### src/include/npx_params.svh
// Register map, field positions, reset values and encodings of the partner page and extended control block.
`ifndef NPX_PARAMS_SVH
`define NPX_PARAMS_SVH

// ------------------------------------------------------------
// Register addresses
// ------------------------------------------------------------
`define NPX_ADDR_PARTNER_NP   5'h08
`define NPX_ADDR_EXT_CTRL     5'h10

// ------------------------------------------------------------
// Partner next-page field positions
// ------------------------------------------------------------
`define NPX_NP_MORE_BIT       15
`define NPX_NP_RSVD_BIT       14
`define NPX_NP_MSG_BIT        13
`define NPX_NP_COMPLY_ACK_FLAG_BIT       12
`define NPX_NP_TOGGLE_BIT     11
`define NPX_NP_CODE_MSB       10
`define NPX_BASE_TOGGLE_BIT   11
`define NPX_PARTNER_RESET     16'h0000

// ------------------------------------------------------------
// Extended control field positions and reset values
// ------------------------------------------------------------
`define NPX_EC_OVR_BIT        15
`define NPX_EC_RSVD_HI_MSB    14
`define NPX_EC_RSVD_HI_LSB    11
`define NPX_EC_ADDR_MSB       10
`define NPX_EC_ADDR_LSB       6
`define NPX_EC_SCR_TEST_BIT   5
`define NPX_EC_RSVD4_BIT      4
`define NPX_EC_NRZI_BIT       3
`define NPX_EC_INV_CODE_BIT   2
`define NPX_EC_RSVD1_BIT      1
`define NPX_EC_SCR_DIS_BIT    0
`define NPX_RSVD_HI_RESET     4'h0
`define NPX_NRZI_RESET        1'h1

// ------------------------------------------------------------
// Strap latch timing, in clock edges after reset release
// ------------------------------------------------------------
`define NPX_STRAP_LATCH_PHASE 2'h2
`define NPX_STRAP_DONE_PHASE  2'h3

// ------------------------------------------------------------
// Forced symbol for nibbles whose translation is not given
// ------------------------------------------------------------
`define NPX_SYM_DEFAULT       5'h00

`endif

### src/include/npx_pkg.sv
// Types shared by the partner page and extended control block.
package npx_pkg;

  // One received next-page code word.
  typedef struct packed {
    logic        moreFlag;
    logic        msgFlag;
    logic        ackFlag;
    logic        toggle;
    logic [10:0] code;
  } npx_page_t;

  // Control outputs to the 100 Mb/s datapath.
  typedef struct packed {
    logic scrTest;
    logic nrzi;
    logic invCode;
    logic scrDisable;
  } npx_ctrl_t;

endpackage

### src/design/npx_regs.sv
// Partner next-page register and extended control register with management access.
//
// Contract
// - Partner next-page register at address 0x08, 16 bits, read-only, resets to zero.
// - Bit 15 reports more pages: zero last page, one more follow.
// - Bit 14 of the partner register always reads zero.
// - Bit 13 reports page format: zero unformatted, one message page.
// - Bit 12 reports second acknowledge: zero cannot comply, one can comply.
// - Toggle bit 11 alternates between successive next-page words.
// - First next-page toggle equals inverse of base word bit 11.
// - Bits 10..0 hold the 11-bit message or unformatted code field.
// - Extended control at 0x10, bit 15 self-clearing override enable, reset zero.
// - Bits 14..11, 4 and 1 are writable reserved, written as zero.
// - Bits 10..6 are read-only address bits latched from straps at reset.
// - Bit 5 selects scrambler test mode, read-write, resets zero.
// - Override enable lets the next write alter protected bits, then clears.
// - Bit 3 selects NRZ (zero) or NRZI (one), resets to one.
// - Bit 2 with transmit error forces invalid-code nibble translation.
// - Bit 0 disables scrambler and descrambler, resets zero.
`timescale 1ns/1ps
`include "npx_params.svh"

module npx_regs
(
  input  wire logic               clk,
  input  wire logic               arst_n,
  // Management port, one access per strobe.
  input  wire logic               mgmtWrite,
  input  wire logic               mgmtRead,
  input  wire logic [4:0]         mgmtAddr,
  input  wire logic [15:0]        mgmtWdata,
  output logic      [15:0]        mgmtRdata,
  output logic                    mgmtRvalid,
  // Auto-negotiation side.
  input  wire logic               pageValid,
  input  wire npx_pkg::npx_page_t pageIn,
  input  wire logic               baseWordBit11,
  input  wire logic               negRestart,
  output logic                    expectedToggle,
  output logic                    overrideProtectedBits,
  // Strap pins.
  input  wire logic               addr4_strap_pin,
  input  wire logic               addr3_strap_pin,
  input  wire logic               addr2_strap_pin,
  input  wire logic               addr1_strap_pin,
  input  wire logic               addr0_strap_pin,
  // Transmit path.
  input  wire logic               txErr,
  input  wire logic [3:0]         txNibble,
  output logic                    txForce,
  output logic      [4:0]         txForcedSymbol,
  output npx_pkg::npx_ctrl_t      datapathCtrl,
  output logic      [4:0]         phyAddr
);

  // ------------------------------------------------------------
  // Strap capture
  // ------------------------------------------------------------
  logic [4:0] strapMeta;
  logic [4:0] strapSync;
  logic [1:0] strapPhase;
  wire  [4:0] strapPins = {addr4_strap_pin, addr3_strap_pin, addr2_strap_pin,
                           addr1_strap_pin, addr0_strap_pin};

  // Straps come from pins, so two flops precede the latch taken after release.
  always_ff @(posedge clk or negedge arst_n)
  begin
    if (!arst_n)
    begin
      strapMeta <= 5'h00;
      strapSync <= 5'h00;
    end
    else
    begin
      strapMeta <= strapPins;
      strapSync <= strapMeta;
    end
  end

  // Latch once the synchroniser holds post-reset levels; later pin motion is ignored.
  always_ff @(posedge clk or negedge arst_n)
  begin
    if (!arst_n)
    begin
      strapPhase <= 2'h0;
      phyAddr    <= 5'h00;
    end
    else if (strapPhase != `NPX_STRAP_DONE_PHASE)
    begin
      strapPhase <= strapPhase + 2'h1;
      if (strapPhase == `NPX_STRAP_LATCH_PHASE)
        phyAddr <= strapSync;
    end
  end

  // ------------------------------------------------------------
  // Partner next-page register
  // ------------------------------------------------------------
  npx_pkg::npx_page_t partnerPage;
  logic               firstPage;

  // Each new page overwrites the last; nothing else writes it.
  always_ff @(posedge clk or negedge arst_n)
  begin
    if (!arst_n)
      partnerPage <= 15'(`NPX_PARTNER_RESET);
    else if (pageValid)
      partnerPage <= pageIn;
  end

  // Track which toggle the next page must carry, to flag out-of-sequence pages.
  always_ff @(posedge clk or negedge arst_n)
  begin
    if (!arst_n)
      firstPage <= 1'b1;
    else if (negRestart)
      firstPage <= 1'b1;
    else if (pageValid)
      firstPage <= 1'b0;
  end

  // First page expects inverse of base bit 11, later pages the inverse of the last.
  assign expectedToggle = firstPage ? ~baseWordBit11
                                    : ~partnerPage.toggle;

  // Bit 14 is not stored at all, so it cannot read other than zero.
  wire [15:0] partnerRead = {partnerPage.moreFlag,
                             1'b0,
                             partnerPage.msgFlag,
                             partnerPage.ackFlag,
                             partnerPage.toggle,
                             partnerPage.code};

  // ------------------------------------------------------------
  // Extended control register
  // ------------------------------------------------------------
  logic       ovrEnable;
  logic [3:0] rsvdHi;
  logic       rsvd4;
  logic       rsvd1;
  logic       scrTest;
  logic       nrzi;
  logic       invCode;
  logic       scrDisable;

  wire hitPartner = (mgmtAddr == `NPX_ADDR_PARTNER_NP);
  wire hitExt     = (mgmtAddr == `NPX_ADDR_EXT_CTRL);
  wire wrExt      = mgmtWrite & hitExt;

  // Override enable: any write consumes it; a write to this register may set it again.
  wire next_ovrEnable = mgmtWrite ? (wrExt & mgmtWdata[`NPX_EC_OVR_BIT]) : ovrEnable;

  always_ff @(posedge clk or negedge arst_n)
  begin
    if (!arst_n)
      ovrEnable <= 1'b0;
    else
      ovrEnable <= next_ovrEnable;
  end

  assign overrideProtectedBits = ovrEnable;

  // Writable fields; reserved bits are stored as written, software keeps them zero.
  always_ff @(posedge clk or negedge arst_n)
  begin
    if (!arst_n)
    begin
      rsvdHi     <= `NPX_RSVD_HI_RESET;
      rsvd4      <= 1'b0;
      rsvd1      <= 1'b0;
      scrTest    <= 1'b0;
      nrzi       <= `NPX_NRZI_RESET;
      invCode    <= 1'b0;
      scrDisable <= 1'b0;
    end
    else if (wrExt)
    begin
      rsvdHi     <= mgmtWdata[`NPX_EC_RSVD_HI_MSB:`NPX_EC_RSVD_HI_LSB];
      rsvd4      <= mgmtWdata[`NPX_EC_RSVD4_BIT];
      rsvd1      <= mgmtWdata[`NPX_EC_RSVD1_BIT];
      scrTest    <= mgmtWdata[`NPX_EC_SCR_TEST_BIT];
      nrzi       <= mgmtWdata[`NPX_EC_NRZI_BIT];
      invCode    <= mgmtWdata[`NPX_EC_INV_CODE_BIT];
      scrDisable <= mgmtWdata[`NPX_EC_SCR_DIS_BIT];
    end
  end

  // Address field ignores writes; it follows the strap latch only.
  wire [15:0] extRead = {ovrEnable, rsvdHi, phyAddr,
                         scrTest, rsvd4, nrzi, invCode, rsvd1, scrDisable};

  assign datapathCtrl = '{scrTest: scrTest, nrzi: nrzi,
                          invCode: invCode, scrDisable: scrDisable};

  // ------------------------------------------------------------
  // Read path
  // ------------------------------------------------------------
  // Unmapped addresses read as zero so a stray poll sees no garbage.
  wire [15:0] next_mgmtRdata = hitPartner ? partnerRead :
                               hitExt     ? extRead     : 16'h0000;

  always_ff @(posedge clk or negedge arst_n)
  begin
    if (!arst_n)
    begin
      mgmtRdata  <= 16'h0000;
      mgmtRvalid <= 1'b0;
    end
    else
    begin
      mgmtRvalid <= mgmtRead;
      if (mgmtRead)
        mgmtRdata <= next_mgmtRdata;
    end
  end

  // ------------------------------------------------------------
  // Invalid-code transmit test
  // ------------------------------------------------------------
  logic [4:0] mappedSymbol;

  npx_invalid_code_map uMap
  (
    .nibble (txNibble),
    .symbol (mappedSymbol)
  );

  // Forcing is combinational with the nibble; the encoder picks the symbol when txForce is high.
  assign txForce        = invCode & txErr;
  assign txForcedSymbol = mappedSymbol;

endmodule

### src/design/npx_invalid_code_map.sv
// Forced 5-bit symbol lookup used by the invalid-code transmit test.
`timescale 1ns/1ps
`include "npx_params.svh"

module npx_invalid_code_map
(
  input  wire logic [3:0] nibble,
  output logic      [4:0] symbol
);

  // Fixed lookup; combinational so the encoder sees it in the nibble's own cycle.
  always_comb
  begin
    unique case (nibble)
      4'h0: symbol = 5'h00;
      4'h1: symbol = 5'h01;
      4'h2: symbol = 5'h02;
      4'h3: symbol = 5'h03;
      4'h4: symbol = 5'h04;
      4'h5: symbol = 5'h05;
      4'h6: symbol = 5'h06;
      4'h7: symbol = 5'h07;
      4'h8: symbol = 5'h00;
      4'h9: symbol = 5'h0d;
      4'ha: symbol = 5'h0c;
      4'hb: symbol = 5'h11;
      4'hc: symbol = 5'h10;
      4'hd: symbol = 5'h19;
      4'he: symbol = 5'h18;
      4'hf: symbol = 5'h1f;
      default: symbol = `NPX_SYM_DEFAULT;
    endcase
  end

endmodule

### config.mk
export PLATFORM = sky130hd
export DESIGN_NAME = npx_regs
export DESIGN_NICKNAME = d
export VERILOG_FILES = /design/src/include/npx_pkg.sv /design/src/design/npx_regs.sv /design/src/design/npx_invalid_code_map.sv
export VERILOG_INCLUDE_DIRS = /design/src /design/src/include
export SDC_FILE = /design/constraint.sdc
export NUM_CORES = 1
export LEC_CHECK = 0
export CAP_MARGIN = 30
export CORE_ASPECT_RATIO = 0.7
export CORE_MARGIN = 2
export CORE_UTILIZATION = 29
export CTS_BUF_LIST = sky130_fd_sc_hd__clkbuf_2
export CTS_CLUSTER_DIAMETER = 50
export DETAILED_ROUTE_END_ITERATION = 10
export DONT_BUFFER_PORTS = 1
export PLACE_DENSITY = 0.55
export SLEW_MARGIN = 20
export SYNTH_ARGS = -nofsm -noshare
export SYNTH_HDL_FRONTEND = slang
export SYNTH_SLANG_ARGS = --single-unit
export TNS_END_PERCENT = 30
### constraint.sdc
create_clock -name clk -period 3.6 [get_ports clk]
set_clock_uncertainty 0.15 [all_clocks]
set_input_delay 0.9 -clock clk [delete_from_list [all_inputs] [get_ports clk]]
set_output_delay 0.9 -clock clk [all_outputs]
set_load 0.05 [all_outputs]
==> flow_summary.yaml, run 1 <==
finish:
  final_common_cell: "dfrtp_1"
  mostFrequentLayoutCells: "dfrtp_1, mux2_1, a221o_1"
  multiInputGateArea_um2: 813.3
  drive_gt1_share_pct: 20.11
  final_area_um2: 2711
  antenna_cells: 0
  syn_to_final_growth_pct: 10.73
  regArea_um2: 1529
  fillers: 848
  nNetsFinal: 231
synth:
  synth_edf_count: 0
  synth_area_leaders: "dfrtp_1, mux2_1, a221o_1"
  ys_types: 31
  yosysTopAreaCell: "dfrtp_1"
  synth-seq-cells: 61
  synth.avg_cell_area_um2: 14.84
  post-synth-top-area-fraction_pct: 60.30
  synth_flop_cell: "dfrtp_1"
  ys_seq_area_share_pct: 62.44
  ys_async_sr_fraction_pct: 100.0
  synthCells: 165
  syn_nets: 222
  yosys_warnings: 0
  synthesis.area_um2: 2449
floorplanning:
  initial_utilization_pct: 29.37
  pin_count: 87
  core-area_um2: 8338
  rows: 28
  die_y_um: 80.88
  die_width_um: 113.8
  dieArea_um2: 9206
setup_path:
  reg2reg_to: "phyAddr[3]$_DFFE_PN0P_"
  cp_slowest_cell: "and2_1"
  r2r_start: "strapPhase[0]$_DFFE_PN0P_"
  cp.arrival_ns: 1.83
  cp.required_ns: 2.55
  cp-end-kind: "output port"
  start_kind: "primary input"
  rrSetupSlack_ns: 2.15
  reg2reg_depth: 3
  crit_path_max_incr_delay_ns: 0.45
  crit_fanout: 2
  path_cells: "inv_1, ha_1, inv_1, mux2i_1, and2_1"
  crit_top_cell: "inv_1"
  crit_type: "primary input to output port"
placed_design:
  gp_congestion: 0.6834
  place_hpwl_um: 3563
  port-buffer-count: 0
  place_area_um2: 2552
clock_tree:
  htree_levels: 3
  root_buffer: "clkbuf_2"
  cts_tree: "yes"
  insertion_delay_ns: 0.46
  clkSlewWorstSetupHoldPaths_ns: 0.17
  postCtsSetupBuffers: 0
  clk_path_buf_depth: 2
  clock_sinks: 61
  ctsHoldBuffers: 2
  cts_made_buffers: 9
  cts_resized: 0
timing:
  finalSetupViolCount: 0
  slew_violations: 0
  rsz0062_at_grt: "false"
  setup_tns_ns: 0
  relSlewSlack_pct: 57.93
  finalCritPeriodShare_pct: 80.10
  fmax_ghz: 0.3468
  hold_viol: 0
  tightest_slew_ns: 0.6304
  finalCriticalPeriod_ns: 2.884
drt:
  drc: 0
  routed_wl_um: 5342
  drt_pass1_iterations: 4
  route.vias.total: 1365
  routedWlPerCell_um: 18.81
  antenna_left: 0
  drtIter0Drc: 45
  via_per_inst: 4.806
power_and_ir_drop:
  ir_drop_v: 0.0001846
  powerDensity_nw_per_um2: 495.3
  total_leakage_power_uw: 0.001241
grt:
  grt_antenna_before_repair: 0
  grt_pass1_vias: 1433
  grt_pass1_wl_um: 8114
  grt_busiest_layer: "met2"
  grt-ovfl-total: 0
  met3_usage_pct: 7.687
  met1_usage_pct: 14.41
  gr-usage-all-layers_pct: 12.23
  grtUsageMet2_pct: 18.98
  grt_max_degree: 60
outcome:
  outcome: "completed"
flow_run:
  cap_violations: 0
hold_path:
  min_path_type: "primary input to async pin"
## critical path: cells and delay by family
kind / cells / cell delay (ns)
buf+inv: 2 / 0.08
simple gates: 1 / 0.45
mux: 1 / 0.11
fa+ha+maj: 1 / 0.30
## area by class of cell
cell class / count / share of cell area [%]
timing repair buffer: 9 / 3.415
multi-input combinational: 84 / 30.00
clock inverter: 7 / 2.446
clock buffer: 9 / 1.661
inverter: 9 / 1.246
tap: 105 / 4.845
sequential: 61 / 56.39
## flip-flops by register name, indices dropped and copies added, names as in the netlist, 2 cells and up
name and cells:
mgmtRdata 16, partnerPage 15, rsvdHi 4, phyAddr 5, strapSync 5, strapMeta 5, strapPhase 2
## Yosys cell counts, types with 2 or more instances
cell	instances
dfrtp_1	59
mux2_1	25
a221o_1	15
nor2b_1	9
inv_1	8
buf_4	6
mux2_2	5
ha_1	4
and2b_1	3
and2b_4	3
clkbuf_1	3
and2_1	2
dfstp_2	2
mux2i_1	2
nor3b_4	2
o21ai_0	2
## kinds of logic after synthesis
group                    count (synthesis)  synth area share (%)
multiplexers                            32                 14.61
XOR/XNOR                                 1                0.3578
adder cells (fa/ha/maj)                  4                 2.044
AND/OR/NAND/NOR                         24                 7.971
buffers and inverters                   20                 4.343
flip-flops                              61                 62.44
AO/OA/AOI/OAI                           23                 8.227
## metrics by stage
| stage | total power [µW] | hold WS [ns] | std cells | setup slack [ns] | utilization, % |
|---|---|---|---|---|---|
| floorplan | 925.6 | 0.1812 | 165 | 0.4761 | - |
| global placement | 924.3 | 0.1827 | 265 | 0.7483 | 30.61 |
| detailed placement | 930.1 | 0.1858 | 265 | 0.7088 | 30.61 |
| CTS | 1376 | 0.02870 | 283 | 0.7084 | 32.40 |
| global route | 1425 | 0.006057 | 284 | 0.6618 | 32.52 |
| finish | 1343 | 0.09681 | 284 | 0.7163 | 32.52 |
## layer usage
metal | up-vias | wire, µm
li1 | 607 | -
met1 | 707 | 2271
met2 | 46 | 2527
met3 | 5 | 500
met4 | 0 | 42
met5 | - | 0
## where the power goes
part / internal [µW] / switching [µW] / leakage [µW]
Sequential: 739 / 92.0 / 0.000751
Combinational: 46.6 / 53.9 / 0.000428
Clock: 155 / 256 / 0.0000613
Total: 941 / 402 / 0.00124
## worst max-delay path by stage
stage / from / end / slack (ns) / depth (start not counted)
after global placement: txNibble[1] / txForcedSymbol[3] / 0.75 / 5
after global routing: txNibble[1] / txForcedSymbol[3] / 0.66 / 5
after CTS: txNibble[1] / txForcedSymbol[3] / 0.71 / 5
after detailed placement: txNibble[1] / txForcedSymbol[3] / 0.71 / 5
after floorplan: txNibble[1] / txForcedSymbol[2] / 0.48 / 4
final: txNibble[1] / txForcedSymbol[3] / 0.72 / 5
No activity file was read; power rests on OpenSTA's default activity.
==> run 2: changes to the inputs <==
--- a/config.mk
+++ b/config.mk
@@ -14,7 +14,7 @@
 export CTS_CLUSTER_DIAMETER = 50
 export DETAILED_ROUTE_END_ITERATION = 10
 export DONT_BUFFER_PORTS = 1
-export PLACE_DENSITY = 0.55
+export PLACE_DENSITY = 0.56
 export SLEW_MARGIN = 20
 export SYNTH_ARGS = -nofsm -noshare
 export SYNTH_HDL_FRONTEND = slang
==> constraint.sdc (replaced) <==
create_clock -name clk -period 2.6 [get_ports clk]
set_clock_uncertainty 0.15 [all_clocks]
set_input_delay 0.65 -clock clk [delete_from_list [all_inputs] [get_ports clk]]
set_output_delay 0.65 -clock clk [all_outputs]
set_load 0.05 [all_outputs]
==> run 2 against run 1 <==
Net effect: hold slack gained 0.017 ns; sequential share of layout area shrank 1.6 points; first-iteration DRC count grew 8.9%; clock power grew 39%; setup slack lost 0.40 ns; final area grew 3.0%; power grew 40%; utilization grew 0.96 points; final cell count grew 2.5%; via count grew 2.6%; die area is the same; sequential power grew 37%; critical endpoint is now expectedToggle; highest routed layer unchanged.
==> flow_summary.yaml, run 2 (synthesized netlist as in run 1, its figures left out) <==
floorplanning:
  initial_utilization_pct: 29.37
  rows: 28
  core-area_um2: 8338
  pin_count: 87
  die_y_um: 80.88
  dieArea_um2: 9206
  die_width_um: 113.8
setup_path:
  cp_slowest_cell: "dfstp_2"
  reg2reg_to: "phyAddr[3]$_DFFE_PN0P_"
  path_cells: "mux2i_1, buf_4"
  cp-end-kind: "output port"
  reg2reg_depth: 3
  cp.arrival_ns: 1.48
  crit_buf_inv: 1
  start_kind: "register"
  crit_cells: 2
  rrSetupSlack_ns: 1.14
  cp.required_ns: 1.80
  critPathTopFamily: "flip-flops"
  crit_type: "register to output port"
  crit_fanout: 2
  crit_path_max_incr_delay_ns: 0.57
  r2r_start: "strapPhase[0]$_DFFE_PN0P_"
finish:
  final_common_cell: "dfrtp_1"
  antenna_cells: 0
  mostFrequentLayoutCells: "dfrtp_1, mux2_1, a221o_1"
  syn_to_final_growth_pct: 14.00
  regMostFlops: "mgmtRdata"
  fillers: 840
  drive_gt1_share_pct: 20.43
  top_regs: "mgmtRdata: 16 flops, partnerPage: 15 flops"
  largest_register_ffs: 16
  nNetsFinal: 239
hold_path:
  min_delay_path_depth: 1
  worstHoldEndpoint: "partnerPage[5]$_DFFE_PN0P_"
  hp-start: "pageIn[5]"
  min_path_type: "primary input to register"
timing:
  setup_tns_ns: 0
  finalCriticalPeriod_ns: 2.281
  hold_viol: 0
  finalSetupViolCount: 0
  fmax_ghz: 0.4384
  slew_violations: 0
  relSlewSlack_pct: 65.27
  tightest_slew_ns: 0.5209
  hold_slack_ns: 0.1138
  finalCritPeriodShare_pct: 87.73
  rsz0062_at_grt: "false"
placed_design:
  place_hpwl_um: 3387
  port-buffer-count: 0
  gp_congestion: 0.6635
clock_tree:
  cts_tree: "yes"
  root_buffer: "clkbuf_2"
  htree_levels: 3
  cts_resized: 0
  postCtsSetupBuffers: 0
  cts_made_buffers: 9
  clk_path_buf_depth: 2
  ctsHoldBuffers: 8
  insertion_delay_ns: 0.50
  clkSlewWorstSetupHoldPaths_ns: 0.19
  clock_sinks: 61
drt:
  routed_wl_um: 5140
  drc: 0
  drtIter0Drc: 49
  route.vias.total: 1400
  drt_pass1_iterations: 4
  antenna_left: 0
  via_per_inst: 4.811
  routedWlPerCell_um: 17.66
grt:
  grt_max_degree: 62
  grt-ovfl-total: 0
  grt_antenna_before_repair: 0
  gr-usage-all-layers_pct: 12.13
  grt_pass1_vias: 1406
  grt_pass1_wl_um: 7928
power_and_ir_drop:
  ir_drop_v: 0.0002601
  pwr-share-comb_pct: 8.9
  swShare_pct: 29.99
  switchingPower_uw: 562.7
  clkPwrFrac_pct: 30.5
  seq_power_share_pct: 60.6
  total_leakage_power_uw: 0.001273
  powerDensity_nw_per_um2: 672.2
  intPower_uw: 1314
outcome:
  outcome: "completed"
flow_run:
  cap_violations: 0
## run 2: changes by cell type in the layout (fill, tap and decap cells not counted), sizes merged
cell / delta
dlygate4sd3: +6
buf: +2
clkinv: -1
## run 2: power by group through the flow
stage               sequential, µW  clock, µW  combinational (µW)
finish                        1140        573                 167
global route                  1150        656                 184
CTS                           1140        605                 171
detailed placement            1160          0                 137
global placement              1150          0                 132
floorplan                     1110          0                 174
## run 2: cell type report
| class | instances | area (µm²) | share of cell area, % |
|---|---|---|---|
| Timing Repair Buffer | 17 | 167.7 | 6.006 |
| Clock buffer | 9 | 45.04 | 1.614 |
| Inverter | 9 | 33.78 | 1.210 |
| Clock inverter | 6 | 65.06 | 2.331 |
| Multi-Input combinational cell | 84 | 819.5 | 29.36 |
| Sequential cell | 61 | 1529 | 54.77 |
| Tap cell | 105 | 131.4 | 4.706 |
## run 2: worst max path at each step
stage | from | endpoint | slack (ns)
2_1_floorplan | txNibble[1] | txForcedSymbol[1] | 0.02
6_report | firstPage$_DFFE_PN1P_ | expectedToggle | 0.32
4_1_cts | firstPage$_DFFE_PN1P_ | expectedToggle | 0.23
5_1_grt | firstPage$_DFFE_PN1P_ | expectedToggle | 0.16
3_3_place_gp | txNibble[1] | txForcedSymbol[3] | 0.38
3_5_place_dp | txNibble[1] | txForcedSymbol[3] | 0.36
## run 2: worst register-to-register path: stages, from the launching register on
cell and delay [ns]:
dfrtp_1 0.45, inv_1 0.07, ha_1 0.31, mux2_2 0.37
## run 2: per-layer routing
metal | up-vias | GRT usage (%) | wire (µm)
met1 | 712 | 15.53 | 2375
met3 | 8 | 7.463 | 412
met4 | 0 | 3.659 | 70
met2 | 51 | 17.01 | 2282
met5 | - | 0 | 0
li1 | 629 | - | -
## run 2: per-stage QoR
step / util, % / instance area, µm² / std cells / worst slack [ns] / power (µW)
after floorplan: - / 2455 / 165 / 0.01777 / 1283
after global placement: 30.87 / 2574 / 267 / 0.3826 / 1286
after detailed placement: 30.87 / 2574 / 267 / 0.3603 / 1293
after CTS: 33.36 / 2781 / 290 / 0.2281 / 1913
after global routing: 33.48 / 2791 / 291 / 0.1634 / 1988
final: 33.48 / 2791 / 291 / 0.3189 / 1877
